$ cat src/hdl/ddcc_map.svh
// Register offsets, field positions, reset values and timing figures
// of the dithered clock divider control. Definitions only.
`ifndef DDCC_MAP_SVH
`define DDCC_MAP_SVH

// Register locations on the configuration port
`define DDCC_DIV_OFS 6'h02
`define DDCC_ADDR_OFS 6'h0D
`define DDCC_COMMIT_OFS 6'h3F

// Divider register fields
`define DDCC_RATE_HI 7
`define DDCC_RATE_LO 6
`define DDCC_IDLE_LOW_BIT 5
`define DDCC_EXP_HI 3
`define DDCC_EXP_LO 0

// Address register fields
`define DDCC_DEPTH_HI 7
`define DDCC_DEPTH_LO 6
`define DDCC_SWEN_BIT 5
`define DDCC_INHIBIT_BIT 3
`define DDCC_BUSID_HI 2
`define DDCC_BUSID_LO 0

// Bit 4 of both registers is never stored
`define DDCC_WR_MASK 8'hEF
`define DDCC_DIV_RESET 8'h00
`define DDCC_ADDR_RESET 8'h00
`define DDCC_RD_NONE 8'h00

// Divider exponent saturation
`define DDCC_EXP_MAX 4'h8

// Core clock runs at twice the master oscillator rate
`define DDCC_MASTER_RATIO 2
`define DDCC_CLK_MHZ 250

// Timing figures in their own units
`define DDCC_HOLDOFF_MASTER 512
`define DDCC_SLEEP_FILT_US 10
`define DDCC_NV_WRITE_MS 20

// Triangle accumulator spans 8192 master cycles at the slowest rate
`define DDCC_ACC_W 14
`define DDCC_RATE_SHIFT 2'h3
`define DDCC_DITHER_MID 8'h80

`endif

$ cat src/hdl/ddcc_pkg.sv
// Types shared by the dithered clock divider control.
// Constants live in ddcc_map.svh.
package ddcc_pkg;
    typedef logic [1:0] ddcc_sel_t;
    typedef enum logic [1:0] {GATE_HOLD, GATE_OFF, GATE_ON} ddcc_gate_t;
    typedef enum logic {NV_IDLE, NV_BUSY} ddcc_nv_t;
endpackage

$ cat src/hdl/ddcc_dither.sv
// Triangle generator that steers the oscillator modulator.
// Assumes core_clk is twice the master oscillator rate.
`timescale 1ns/100ps
`include "ddcc_map.svh"
module ddcc_dither (
    input wire logic core_clk,
    input wire logic rst_n,
    input wire logic clkEn,
    input wire logic active,
    input wire ddcc_pkg::ddcc_sel_t rateSel,
    output logic [7:0] level
);
    import ddcc_pkg::*;

    logic [`DDCC_ACC_W-1:0] accReg;
    logic [`DDCC_ACC_W-1:0] accNext;
    logic [`DDCC_ACC_W-1:0] step;
    logic [1:0] shift;

    always_comb
    begin
        shift = `DDCC_RATE_SHIFT - rateSel;
        step = {{(`DDCC_ACC_W-1){1'b0}}, 1'b1} << shift;
        accNext = active ? accReg + step : '0;
        if (!active)
        begin
            level = `DDCC_DITHER_MID;
        end
        else if (accReg[`DDCC_ACC_W-1])
        begin
            level = ~accReg[`DDCC_ACC_W-2 -: 8];
        end
        else
        begin
            level = accReg[`DDCC_ACC_W-2 -: 8];
        end
    end

    always_ff @(posedge core_clk)
    begin
        if (!rst_n)
        begin
            accReg <= '0;
        end
        else if (clkEn)
        begin
            accReg <= accNext;
        end
    end
endmodule

$ cat src/hdl/ddcc_prescaler.sv
// Power-of-two prescaler producing the 50% output phase.
// Assumes core_clk is twice the master oscillator rate.
`timescale 1ns/100ps
`include "ddcc_map.svh"
module ddcc_prescaler #(
    parameter int CNT_W = 8
) (
    input wire logic core_clk,
    input wire logic rst_n,
    input wire logic clkEn,
    input wire logic run,
    input wire logic [3:0] expCode,
    output logic phase,
    output logic wrap,
    output logic [3:0] activeExp,
    output logic [CNT_W:0] halfLen
);
    import ddcc_pkg::*;

    logic [CNT_W-1:0] cntReg;
    logic [CNT_W-1:0] cntNext;
    logic phaseReg;
    logic phaseNext;
    logic [3:0] expReg;
    logic [3:0] expNext;
    logic [3:0] expDecoded;
    logic [CNT_W:0] limit;

    assign halfLen = {{CNT_W{1'b0}}, 1'b1} << expReg;
    assign phase = phaseReg;
    assign activeExp = expReg;

    always_comb
    begin
        expDecoded = (expCode > `DDCC_EXP_MAX) ? `DDCC_EXP_MAX : expCode;
        limit = halfLen - {{CNT_W{1'b0}}, 1'b1};
        wrap = run && (cntReg == limit[CNT_W-1:0]);
        cntNext = wrap ? '0 : cntReg + {{(CNT_W-1){1'b0}}, 1'b1};
        phaseNext = wrap ? ~phaseReg : phaseReg;
        expNext = expReg;
        if (!run)
        begin
            cntNext = '0;
            phaseNext = 1'b0;
        end
        // new exponent only at period end or while stopped
        if (!run || (wrap && phaseReg))
        begin
            expNext = expDecoded;
        end
    end

    always_ff @(posedge core_clk)
    begin
        if (!rst_n)
        begin
            cntReg <= '0;
            phaseReg <= 1'b0;
            expReg <= `DDCC_EXP_MAX;
        end
        else if (clkEn)
        begin
            cntReg <= cntNext;
            phaseReg <= phaseNext;
            expReg <= expNext;
        end
    end
endmodule

$ cat src/hdl/ddcc_top.sv
// Control logic of the dithered clock generator: registers, output gating,
// hold-off, sleep filter, dither steering and nonvolatile save sequencing.
// Assumes a bus front end that decodes writes, stop conditions and reads.
// Function
// - Output divides master clock by two to the exponent, saturating at 256.
// - Rate field picks no dither or master clock over 2048, 4096, 8192.
// - Dither runs only with nonzero rate and the dither pin high.
// - Depth field picks plus/minus 1, 2, 4 or 8 percent.
// - Idle output is high impedance, or driven low when the idle bit is set.
// - Output runs only when awake and pin or software bit requests it.
// - After reset the output stays off for 512 master cycles.
// - Enable and disable act only on output phase boundaries, no runts.
// - Duty cycle stays at half while dithering.
// - Each divider write saves to nonvolatile memory unless the inhibit bit is set.
// - A write to the address register is always saved.
// - The commit command saves all registers.
// - Address register low bits give the bus identity low bits.
// - A save starts only after the bus stop ending the write.
// - Sleep stops the master oscillator and, unless the idle bit is set, the output buffer.
// - Leaving sleep keeps the output off for 512 master cycles.
// - Hardware disable keeps the master oscillator running.
`timescale 1ns/100ps
`include "ddcc_map.svh"
module ddcc_top #(
    parameter int NV_WRITE_CYC = `DDCC_NV_WRITE_MS * `DDCC_CLK_MHZ * 1000,
    parameter int NV_CNT_W = 23
) (
    input wire logic core_clk,
    input wire logic rst_n,
    input wire logic clkEn,
    input wire logic regWrStrobe,
    input wire logic [5:0] regAddr,
    input wire logic [7:0] regWrData,
    input wire logic busStop,
    output logic [7:0] regRdData,
    input wire logic ditherEnablePin,
    input wire logic hwEnablePin,
    input wire logic sleepPin,
    output logic clkOut,
    output logic clkOutOe,
    output logic oscRun,
    output logic [7:0] ditherLevel,
    output ddcc_pkg::ddcc_sel_t ditherDepthSel,
    output logic [2:0] busIdLowBits,
    output logic nvWriteStart,
    output logic nvBusy,
    output logic [7:0] nvDivImage,
    output logic [7:0] nvAddrImage
);
    import ddcc_pkg::*;

    localparam int HOLD_CYC = `DDCC_HOLDOFF_MASTER * `DDCC_MASTER_RATIO;
    localparam int SLEEP_CYC = `DDCC_SLEEP_FILT_US * `DDCC_CLK_MHZ;

    // Register group
    logic [7:0] divReg, divNext, addrReg, addrNext, rdReg, rdNext;
    logic wrDiv, wrAddr, wrCommit;
    // Sleep and gating group
    logic [11:0] sleepCntReg, sleepCntNext;
    logic asleepReg, asleepNext;
    logic [10:0] holdCntReg, holdCntNext;
    ddcc_gate_t gateReg, gateNext;
    logic clkOutReg, clkOutNext, oeReg, oeNext, outRequest;
    // Prescaler, dither and bus identity
    logic phase, wrap, phaseNext, ditherActive;
    logic [3:0] activeExp;
    logic [8:0] halfLen;
    logic [7:0] levelWire, levelReg;
    logic [1:0] depthReg;
    logic [2:0] busIdReg;
    // Save group
    ddcc_nv_t nvReg, nvNext;
    logic pendReg, pendNext, armedReg, armedNext, startReg, startNext;
    logic [NV_CNT_W-1:0] nvCntReg, nvCntNext;
    logic [7:0] imgDivReg, imgDivNext, imgAddrReg, imgAddrNext;

    always_comb
    begin
        wrDiv = regWrStrobe && (regAddr == `DDCC_DIV_OFS);
        wrAddr = regWrStrobe && (regAddr == `DDCC_ADDR_OFS);
        wrCommit = regWrStrobe && (regAddr == `DDCC_COMMIT_OFS);
        divNext = divReg;
        addrNext = addrReg;
        if (wrDiv)
        begin
            divNext = regWrData & `DDCC_WR_MASK;
        end
        if (wrAddr)
        begin
            addrNext = regWrData & `DDCC_WR_MASK;
        end
        unique case (regAddr)
            `DDCC_DIV_OFS: rdNext = divReg;
            `DDCC_ADDR_OFS: rdNext = addrReg;
            default: rdNext = `DDCC_RD_NONE;
        endcase
    end

    always_ff @(posedge core_clk)
    begin
        if (!rst_n)
        begin
            divReg <= `DDCC_DIV_RESET;
            addrReg <= `DDCC_ADDR_RESET;
            rdReg <= `DDCC_RD_NONE;
        end
        else if (clkEn)
        begin
            divReg <= divNext;
            addrReg <= addrNext;
            rdReg <= rdNext;
        end
    end

    ddcc_prescaler #(
        .CNT_W(8)
    ) u_prescaler (
        .core_clk(core_clk),
        .rst_n(rst_n),
        .clkEn(clkEn),
        .run(!asleepReg),
        .expCode(divReg[`DDCC_EXP_HI:`DDCC_EXP_LO]),
        .phase(phase),
        .wrap(wrap),
        .activeExp(activeExp),
        .halfLen(halfLen)
    );

    assign ditherActive = (divReg[`DDCC_RATE_HI:`DDCC_RATE_LO] != 2'h0) && ditherEnablePin
        && !asleepReg;

    ddcc_dither u_dither (
        .core_clk(core_clk),
        .rst_n(rst_n),
        .clkEn(clkEn),
        .active(ditherActive),
        .rateSel(divReg[`DDCC_RATE_HI:`DDCC_RATE_LO]),
        .level(levelWire)
    );

    always_comb
    begin
        // pin or software bit requests output
        outRequest = hwEnablePin || addrReg[`DDCC_SWEN_BIT];
        phaseNext = wrap ? ~phase : phase;
        // Short sleep glitches never reach the oscillator
        sleepCntNext = sleepPin ? '0 : sleepCntReg;
        asleepNext = asleepReg;
        if (sleepPin)
        begin
            asleepNext = 1'b0;
        end
        else if (sleepCntReg == 12'(SLEEP_CYC - 1))
        begin
            asleepNext = 1'b1;
        end
        else
        begin
            sleepCntNext = sleepCntReg + 12'h001;
        end
        holdCntNext = holdCntReg;
        gateNext = gateReg;
        unique case (gateReg)
            GATE_HOLD:
            begin
                holdCntNext = holdCntReg + 11'h001;
                if (holdCntReg == 11'(HOLD_CYC - 1))
                begin
                    gateNext = GATE_OFF;
                end
            end
            GATE_OFF:
            begin
                if (outRequest && wrap && !phase)
                begin
                    gateNext = GATE_ON;
                end
            end
            GATE_ON:
            begin
                // stop after a full high half
                if (!outRequest && wrap && phase)
                begin
                    gateNext = GATE_OFF;
                end
            end
        endcase
        if (asleepReg)
        begin
            gateNext = GATE_HOLD;
            holdCntNext = '0;
        end
        clkOutNext = (gateNext == GATE_ON) && phaseNext;
        oeNext = (gateNext == GATE_ON) || divReg[`DDCC_IDLE_LOW_BIT];
    end

    always_ff @(posedge core_clk)
    begin
        if (!rst_n)
        begin
            sleepCntReg <= '0;
            asleepReg <= 1'b0;
            holdCntReg <= '0;
            gateReg <= GATE_HOLD;
            clkOutReg <= 1'b0;
            oeReg <= 1'b0;
            levelReg <= `DDCC_DITHER_MID;
            depthReg <= 2'h0;
            busIdReg <= 3'h0;
        end
        else if (clkEn)
        begin
            sleepCntReg <= sleepCntNext;
            asleepReg <= asleepNext;
            holdCntReg <= holdCntNext;
            gateReg <= gateNext;
            clkOutReg <= clkOutNext;
            oeReg <= oeNext;
            levelReg <= levelWire;
            depthReg <= addrReg[`DDCC_DEPTH_HI:`DDCC_DEPTH_LO];
            busIdReg <= addrReg[`DDCC_BUSID_HI:`DDCC_BUSID_LO];
        end
    end

    always_comb
    begin
        pendNext = pendReg;
        armedNext = armedReg;
        nvNext = nvReg;
        nvCntNext = nvCntReg;
        startNext = 1'b0;
        imgDivNext = imgDivReg;
        imgAddrNext = imgAddrReg;
        unique case (nvReg)
            NV_IDLE:
            begin
                if (armedReg)
                begin
                    nvNext = NV_BUSY;
                    armedNext = 1'b0;
                    startNext = 1'b1;
                    nvCntNext = '0;
                    imgDivNext = divReg;
                    imgAddrNext = addrReg;
                end
            end
            NV_BUSY:
            begin
                nvCntNext = nvCntReg + {{(NV_CNT_W-1){1'b0}}, 1'b1};
                if (nvCntReg == NV_CNT_W'(NV_WRITE_CYC - 1))
                begin
                    nvNext = NV_IDLE;
                end
            end
        endcase
        // stop arms a pending save
        // After the start logic, so an arm in the start cycle is kept
        if (busStop && pendReg)
        begin
            armedNext = 1'b1;
            pendNext = 1'b0;
        end
        if ((wrDiv && !addrReg[`DDCC_INHIBIT_BIT]) || wrAddr || wrCommit)
        begin
            pendNext = 1'b1;
        end
    end

    always_ff @(posedge core_clk)
    begin
        if (!rst_n)
        begin
            nvReg <= NV_IDLE;
            pendReg <= 1'b0;
            armedReg <= 1'b0;
            startReg <= 1'b0;
            nvCntReg <= '0;
            imgDivReg <= `DDCC_DIV_RESET;
            imgAddrReg <= `DDCC_ADDR_RESET;
        end
        else if (clkEn)
        begin
            nvReg <= nvNext;
            pendReg <= pendNext;
            armedReg <= armedNext;
            startReg <= startNext;
            nvCntReg <= nvCntNext;
            imgDivReg <= imgDivNext;
            imgAddrReg <= imgAddrNext;
        end
    end

    // Oscillator keeps running through a hardware disable
    logic oscReg;
    always_ff @(posedge core_clk)
    begin
        if (!rst_n)
        begin
            oscReg <= 1'b1;
        end
        else if (clkEn)
        begin
            oscReg <= !asleepNext;
        end
    end

    assign regRdData = rdReg;
    assign clkOut = clkOutReg;
    assign clkOutOe = oeReg;
    assign oscRun = oscReg;
    assign ditherLevel = levelReg;
    assign ditherDepthSel = depthReg;
    assign busIdLowBits = busIdReg;
    assign nvWriteStart = startReg;
    assign nvBusy = (nvReg == NV_BUSY);
    assign nvDivImage = imgDivReg;
    assign nvAddrImage = imgAddrReg;

    // Length of the current steady run of the output, for checking
    logic [9:0] runCntReg;
    always_ff @(posedge core_clk)
    begin
        if (!rst_n)
        begin
            runCntReg <= 10'h001;
        end
        else if (clkEn)
        begin
            runCntReg <= (clkOutNext != clkOutReg) ? 10'h001 : runCntReg + 10'h001;
        end
    end
endmodule

$ cat config.mk
export PLATFORM = sky130hd
export DESIGN_NAME = ddcc_top
export DESIGN_NICKNAME = d
export VERILOG_FILES = /design/src/hdl/ddcc_pkg.sv /design/src/hdl/ddcc_dither.sv /design/src/hdl/ddcc_prescaler.sv /design/src/hdl/ddcc_top.sv
export VERILOG_INCLUDE_DIRS = /design/src /design/src/hdl
export SDC_FILE = /design/constraint.sdc
export NUM_CORES = 1
export LEC_CHECK = 0
export ABC_AREA = 1
export CELL_PAD_IN_SITES_DETAIL_PLACEMENT = 0
export CELL_PAD_IN_SITES_GLOBAL_PLACEMENT = 2
export CORE_MARGIN = 5
export CORE_UTILIZATION = 28
export CTS_CLUSTER_SIZE = 40
export DETAILED_ROUTE_END_ITERATION = 12
export DONT_BUFFER_PORTS = 1
export PLACE_DENSITY = 0.71
export SYNTH_ARGS = -nofsm -noshare
export SYNTH_HDL_FRONTEND = slang
export SYNTH_SLANG_ARGS = --single-unit
$ cat constraint.sdc
create_clock -name core_clk -period 2.74 [get_ports core_clk]
set_input_delay 0.137 -clock core_clk [delete_from_list [all_inputs] [get_ports core_clk]]
set_output_delay 0.137 -clock core_clk [all_outputs]
set_load 0.005 [all_outputs]
# Word-level counts from Yosys, hierarchy flattened
# Cells that the tools add are included.
word_totals:
  out_inout_bits: 42
  inputBits: 22
  register_bits: 132
op_classes:
  n_addsub: 7
  n_bitwise: 3
  shift: 2
  mux: 31
  n_lt_le_gt_ge: 1
  reduce_logical: 36
  eq_ne: 12
op_table:
  columns: ["operator", "count"]
  rows:
  - ["one-hot mux 23 bit (2 select lines)", 1]
  - ["2-to-1 mux 12 bit", 3]
  - ["2-to-1 mux 8 bit", 4]
  - ["adder 23 x 1 -> 23 bit, second input constant", 1]
  - ["equality test 23 bit, second input constant", 1]
  - ["2-to-1 mux 23 bit", 1]
  - ["2-to-1 mux 11 bit", 2]
  - ["one-hot mux 8 bit (2 select lines)", 1]
  - ["adder 14 bit", 1]
  - ["logical AND 1 bit", 14]
  - ["2-to-1 mux 14 bit", 1]
  - ["AND reduction 2 bit", 7]
  - ["<< shifter 1 x 2 -> 14 bit, first input constant", 1]
  - ["adder 12 x 1 -> 12 bit, second input constant", 1]
  - ["equality test 12 bit, second input constant", 1]
  - ["adder 11 x 1 -> 11 bit, second input constant", 1]
  - ["equality test 11 x 10 -> 1 bit, second input constant", 1]
  - ["2-to-1 mux 1 bit", 11]
  - ["adder 8 x 1 -> 8 bit, second input constant", 1]
  - ["equality test 8 bit", 1]
  - ["2-to-1 mux 2 bit", 4]
  - ["inverter 8 bit", 1]
  - ["<< shifter 1 x 4 -> 8 bit, first input constant", 1]
  - ["subtractor 8 x 1 -> 8 bit, second input constant", 1]
  - ["18 further kinds", 30]

# Logic depth before layout (Yosys ltp)
logic_depth:
  ltp_word: 11
  mapped_depth: 18
  mapped_depth_nobuf: 17

# By module
# From an unflattened synthesis, not the netlist that was laid out.
hier_totals:
  hier_cells: 998
  hier_area_um2: 6698.9
by_module_without_submodules:
  columns: ["mod", "seq_area_each_um2", "n_inst", "cells_per_inst", "area_per_inst_um2"]
  rows:
  - ["ddcc_top", 2082.0, 1, 697, 4793.3]
  - ["ddcc_dither", 280.3, 1, 154, 967.2]
  - ["ddcc_prescaler", 260.2, 1, 147, 938.4]

# Worst setup path after synthesis
# OpenSTA, ideal clock, no wires.
synth_path:
  path_kind: "register to register"
  startpoint: "register u_prescaler.expReg[3], in the netlist u_prescaler.activeExp[3]"
  endpoint: "register u_prescaler.expReg[0], in the netlist u_prescaler.activeExp[0]"
  t_arrival_ns: 2.135
  setup_slack_ns: 0.473
  stages_incl_launch_ff: 16
  required_ns: 2.608
  path_buffers: 0
  path_cell_list: "dfxtp_1 -> nor2_4 -> nand2_1 -> ha_1 -> inv_1 -> a21oi_1 -> nand2_1 -> nand3_1 -> nand2_1 -> nand3_1 -> inv_1 -> ha_1 -> o21ai_0 -> nor2_1 -> nand2_1 -> a21oi_1"
synth_via:
  elab_chain_cells: 7
synth_rtl:
  columns: ["item", "line_no", "rtl"]
  rows:
  - ["start, declared", "ddcc_prescaler.sv:24", "logic [3:0] expReg;"]
  - ["start signal, assigned", "ddcc_prescaler.sv:59", "expReg <= `DDCC_EXP_MAX;"]
  - ["start signal, assigned", "ddcc_prescaler.sv:65", "expReg <= expNext;"]
  - ["<< shifter 1 x 4 -> 8 bit", "ddcc_prescaler.sv:29", "assign halfLen = {{CNT_W{1'b0}}, 1'b1} << expReg;"]
  - ["subtractor 8 x 1 -> 8 bit", "ddcc_prescaler.sv:36", "limit = halfLen - {{CNT_W{1'b0}}, 1'b1};"]
  - ["equality test 8 bit", "ddcc_prescaler.sv:37", "wrap = run && (cntReg == limit[CNT_W-1:0]);"]
  - ["logical AND 1 bit", "ddcc_prescaler.sv:37", null]
  - ["logical AND 1 bit", "ddcc_prescaler.sv:47", "if (!run || (wrap && phaseReg))"]
  - ["logical OR 1 bit", "ddcc_prescaler.sv:47", null]
  - ["AND reduction 2 bit (no source line)", null, null]
# Every way passes these cells.
# A chain may end at the register's enable or synchronous reset.

# Worst setup path after layout
layout_path:
  startpoint: "register u_prescaler.expReg[0], in the netlist u_prescaler.activeExp[0]"
  endpoint: "register u_prescaler.expReg[1], in the netlist u_prescaler.activeExp[1]"
# The elaborated chain is that of the path after synthesis.

==> results.rst <==
.. list-table::
   :header-rows: 1

   * - Metric
     - Value
   * - Length of the first detailed-routing pass in iterations
     - 5
   * - Synth unique cells
     - 44
   * - Pin count of the biggest net entering global routing
     - 49
   * - Ratio of cells with drive above 1 in the final layout
     - 0.0773
   * - Maximum buffer depth of the clock tree
     - 2
   * - Relative slew slack
     - 0.427
   * - Avg Synthesized Cell Area
     - between 7 and 8 um2
   * - Final hold vios
     - 0
   * - Worst Clk Skew
     - approximately 0.01 ns
   * - Worst-skew pair later-pin latency
     - around 0.42 ns
   * - DRT Wirelength
     - roughly 17000 um
   * - Cell count after synthesis
     - about 880
   * - Element type at the critical path end
     - register
   * - Number of antenna violations at the first check in global routing
     - 1
   * - Worst supply voltage drop on vdd
     - between 0.0002 and 0.0003 V
   * - DRC violations left
     - 0
   * - Vertical die dimension
     - around 160 um
   * - Arrival @ worst endpoint
     - about 2.7 ns
   * - Dpl cell area
     - approximately 6500 um2
   * - Via count of the first global-routing pass
     - roughly 5.3k
   * - GPL Wtd Cong
     - 0.748
   * - Master of the slowest instance on the critical path
     - sky130_fd_sc_hd__dfxtp_1
   * - EDFF count, synth
     - 0
   * - Crit path cell chain
     - nor2_4 > nand2_1 > ha_1 > inv_1 > a21oi_1 > nand2_1 > nand3_1 > nand2_1 > nand3_1 > inv_1 > ha_1 > o21ai_2 > nor2_1 > nand2_1 > a21oi_1
   * - Leakage power
     - roughly 2.8 nW
   * - Number of synthesis warnings
     - 0
   * - Setup crit start kind
     - register
   * - GRT Resource Usage Total
     - 0.133
   * - Power Density
     - between 600 and 700 nW/um2
   * - X dimension of the die
     - between 150 and 200 um
   * - Worst-margin pin slew
     - 0.857 ns
   * - Via count
     - between 5k and 6k
   * - Most frequent cells in the layout
     - 178 x sky130_fd_sc_hd__nand2_1, 130 x sky130_fd_sc_hd__dfxtp_1, 102 x sky130_fd_sc_hd__a21oi_1, 99 x sky130_fd_sc_hd__inv_1, 86 x sky130_fd_sc_hd__nor2_1
   * - Post-route minimum period
     - 2.41 ns
   * - CTS tree
     - yes
   * - Most congested layer reported by global routing
     - met2
   * - Hold crit path type
     - in2reg
   * - Global-route wire length before repair
     - between 20000 and 30000 um
   * - Via count normalized by instance count
     - around 4.6
   * - Number of synthesized register bits
     - about 130
   * - Overflow after GRT
     - 0
   * - Combined buffer and inverter count along the critical path
     - 2
   * - Worst setup margin
     - about 0.33 ns
   * - Std-Cell Rows
     - 54
   * - Clock root buffer
     - sky130_fd_sc_hd__clkbuf_16
   * - Antenna diode instance count
     - 0
   * - Max FO, Critical Path
     - 6
   * - Boundary Pins
     - 64
   * - Routed Antenna Nets
     - 0
   * - Final Max Slew Viols
     - 0
   * - Port Buffer Count
     - 0
   * - Final period util
     - 0.880
   * - Commonest register cell after synthesis
     - sky130_fd_sc_hd__dfxtp_1
   * - Met2 usage in global routing
     - 0.217
   * - Setup violators final
     - 0
   * - Placed wire-length estimate after detailed placement
     - around 12000 um
   * - Max-cap violation count
     - 0
   * - Std-Cell Core Area
     - ~22000 um2
   * - P&R area growth vs syn
     - 17.1%
   * - Met3 usage in global routing
     - 0.0362
   * - Nets@finish
     - slightly above 900
   * - Starting DRC count in detailed routing
     - roughly 260
   * - Commonest non-fill, non-tap cell in the layout
     - sky130_fd_sc_hd__nand2_1
   * - Met1 routing resource usage after global routing
     - 0.175
   * - Crit Path Class
     - reg2reg
   * - Proportion of synthesized chip area in sequential cells
     - 0.421
   * - FFs w/ async S/R, synth
     - 0
   * - Clock Sinks
     - roughly 130
   * - Top cell by count, worst path
     - sky130_fd_sc_hd__nand2_1
   * - DP Worst Slack
     - -0.0529 ns
   * - Starting utilization of the core area
     - 0.285
   * - TritonCTS Buffers
     - 17
   * - Kind of cell adding the most delay to the critical path
     - simple AND/OR/NAND/NOR gates
   * - Clk pin slew, worst setup/hold paths
     - approximately 0.06 ns
   * - Floorplan die area
     - between 20000 and 30000 um2
   * - Post-route cell area
     - around 7300 um2
   * - Crit path largest cell delay
     - 0.46 ns
   * - Setup TNS
     - 0 ns
   * - H-Tree Level Count
     - 4
   * - Avg WL per Cell
     - 14.3 um
   * - Maximum clock frequency
     - about 410 MHz
   * - Run status
     - finished, final reports clean
   * - Required arrival time at the worst endpoint
     - between 3 and 4 ns
   * - Cell area after technology mapping
     - between 6000 and 7000 um2
[path summary, 6_finish.rpt]
path | start | end | slack [ns] | depth (start not counted)
max | u_prescaler.activeExp[0]$_SDFFE_PN0P_ | u_prescaler.activeExp[1]$_SDFFE_PN0P_ | 0.33 | 15
min | regAddr[0] | pendReg$_SDFFE_PN0P_ | 0.02 | 4
max reg2reg | u_prescaler.activeExp[0]$_SDFFE_PN0P_ | u_prescaler.activeExp[1]$_SDFFE_PN0P_ | 0.33 | 15
min reg2reg | nvCntReg[19]$_SDFFE_PN0P_ | nvCntReg[19]$_SDFFE_PN0P_ | 0.46 | 1
[power breakdown]
part / total (mW) / switching (mW) / leakage (nW) / internal, mW
Clock: 2.37 / 0.847 / 0.296 / 1.52
Sequential: 1.95 / 0.0199 / 1.06 / 1.93
Combinational: 0.213 / 0.141 / 1.40 / 0.0721
[state kept, by name, summed over array words and instances, names as in the netlist, 2 cells and up]
name / count
regRdData: 7
ditherDepthSel: 2
nvCntReg: 23
gateReg: 2
u_prescaler.cntReg: 8
divReg: 7
u_dither.accReg: 14
nvAddrImage: 7
sleepCntReg: 12
nvDivImage: 7
busIdLowBits: 3
addrReg: 7
u_prescaler.activeExp: 4
ditherLevel: 8
holdCntReg: 11
[tightest hold or removal path: cells and delay by family]
kind             cells  cell delay (ns)
AO/OA/AOI/OAI        2             0.15
AND/OR/NAND/NOR      2             0.11
[layout make-up]
cell class              instances  area (um2)
fillers                      2389       14600
multi-input cells             612        3090
flip-flops and latches        131        2620
clock buffers                  22         444
inverters                     103         387
well taps                     280         350
repair buffers                 27         245
clock inverters                10         158
[per-layer routing]
layer,share of wire,wire length (um)
met5,0.00065,11
met4,0.0097,164
met3,0.039,657
met2,0.46,7740
met1,0.49,8360
[what timing repair did]
| item | 4_1_cts | 5_1_grt |
|---|---|---|
| endpoints found under the setup margin | 3 | 4 |
| hold buffers | 12 | 1 |
| buffers inserted | 0 | 2 |
| gates resized for setup | 1 | 4 |
| endpoints found under the hold margin | 54 | 3 |
| pin swaps | 0 | 1 |
[Yosys cell counts, types with 2 or more instances]
| cell type | n | share of area |
|---|---|---|
| sky130_fd_sc_hd__nor2_1 | 87 | 0.052 |
| sky130_fd_sc_hd__ha_1 | 13 | 0.026 |
| sky130_fd_sc_hd__nand2_2 | 2 | 0.0020 |
| sky130_fd_sc_hd__nor3_2 | 4 | 0.0064 |
| sky130_fd_sc_hd__nand2_1 | 178 | 0.11 |
| sky130_fd_sc_hd__nand3_1 | 56 | 0.045 |
| sky130_fd_sc_hd__nor3b_1 | 2 | 0.0024 |
| sky130_fd_sc_hd__nor2_4 | 4 | 0.0072 |
| sky130_fd_sc_hd__a31oi_1 | 5 | 0.0050 |
| sky130_fd_sc_hd__inv_1 | 100 | 0.060 |
| sky130_fd_sc_hd__xnor2_1 | 3 | 0.0042 |
| sky130_fd_sc_hd__nor4_1 | 4 | 0.0040 |
| sky130_fd_sc_hd__o21ai_1 | 2 | 0.0016 |
| sky130_fd_sc_hd__o221ai_1 | 3 | 0.0042 |
| sky130_fd_sc_hd__nand4_1 | 14 | 0.014 |
| sky130_fd_sc_hd__o21a_1 | 4 | 0.0048 |
| sky130_fd_sc_hd__buf_4 | 5 | 0.0060 |
| sky130_fd_sc_hd__inv_2 | 2 | 0.0012 |
| sky130_fd_sc_hd__o21ai_0 | 59 | 0.047 |
| sky130_fd_sc_hd__buf_1 | 2 | 0.0012 |
| sky130_fd_sc_hd__buf_2 | 4 | 0.0032 |
| sky130_fd_sc_hd__o211ai_1 | 3 | 0.0036 |
| sky130_fd_sc_hd__o2bb2ai_1 | 5 | 0.0070 |
| sky130_fd_sc_hd__nor3_1 | 26 | 0.021 |
| sky130_fd_sc_hd__nor2_2 | 6 | 0.0060 |
| sky130_fd_sc_hd__or2_2 | 2 | 0.0020 |
| sky130_fd_sc_hd__nand3_2 | 2 | 0.0032 |
| sky130_fd_sc_hd__a211oi_1 | 8 | 0.0096 |
| sky130_fd_sc_hd__dfxtp_1 | 131 | 0.42 |
| sky130_fd_sc_hd__clkbuf_1 | 23 | 0.014 |
| sky130_fd_sc_hd__xor2_1 | 4 | 0.0056 |
| sky130_fd_sc_hd__nand3b_1 | 2 | 0.0024 |
| sky130_fd_sc_hd__a21oi_1 | 102 | 0.082 |
[cell families (layout without fill, tap and decap cells)]
family | count (synthesis) | count (layout) | synth area share
simple gates | 391 | 391 | 0.279
flops | 131 | 131 | 0.421
xor+xnor | 7 | 7 | 0.00983
other cells | 1 | 3 | 0.000601
buf+inv | 137 | 162 | 0.0863
compound gates | 197 | 197 | 0.174
fa+ha+maj | 14 | 14 | 0.0293
[per-stage QoR]
stage               cells  hold slack (ns)  utilization  power [mW]
finish               1185           0.0181        0.334        4.52
global route         1185           0.0382        0.334        4.72
CTS                  1182           0.0172        0.332        4.60
detailed placement   1138            0.251        0.298        2.16
global placement     1138            0.246        0.298        2.17
floorplan             880            0.275            -        2.13
No activity file was read; power rests on OpenSTA's default activity.
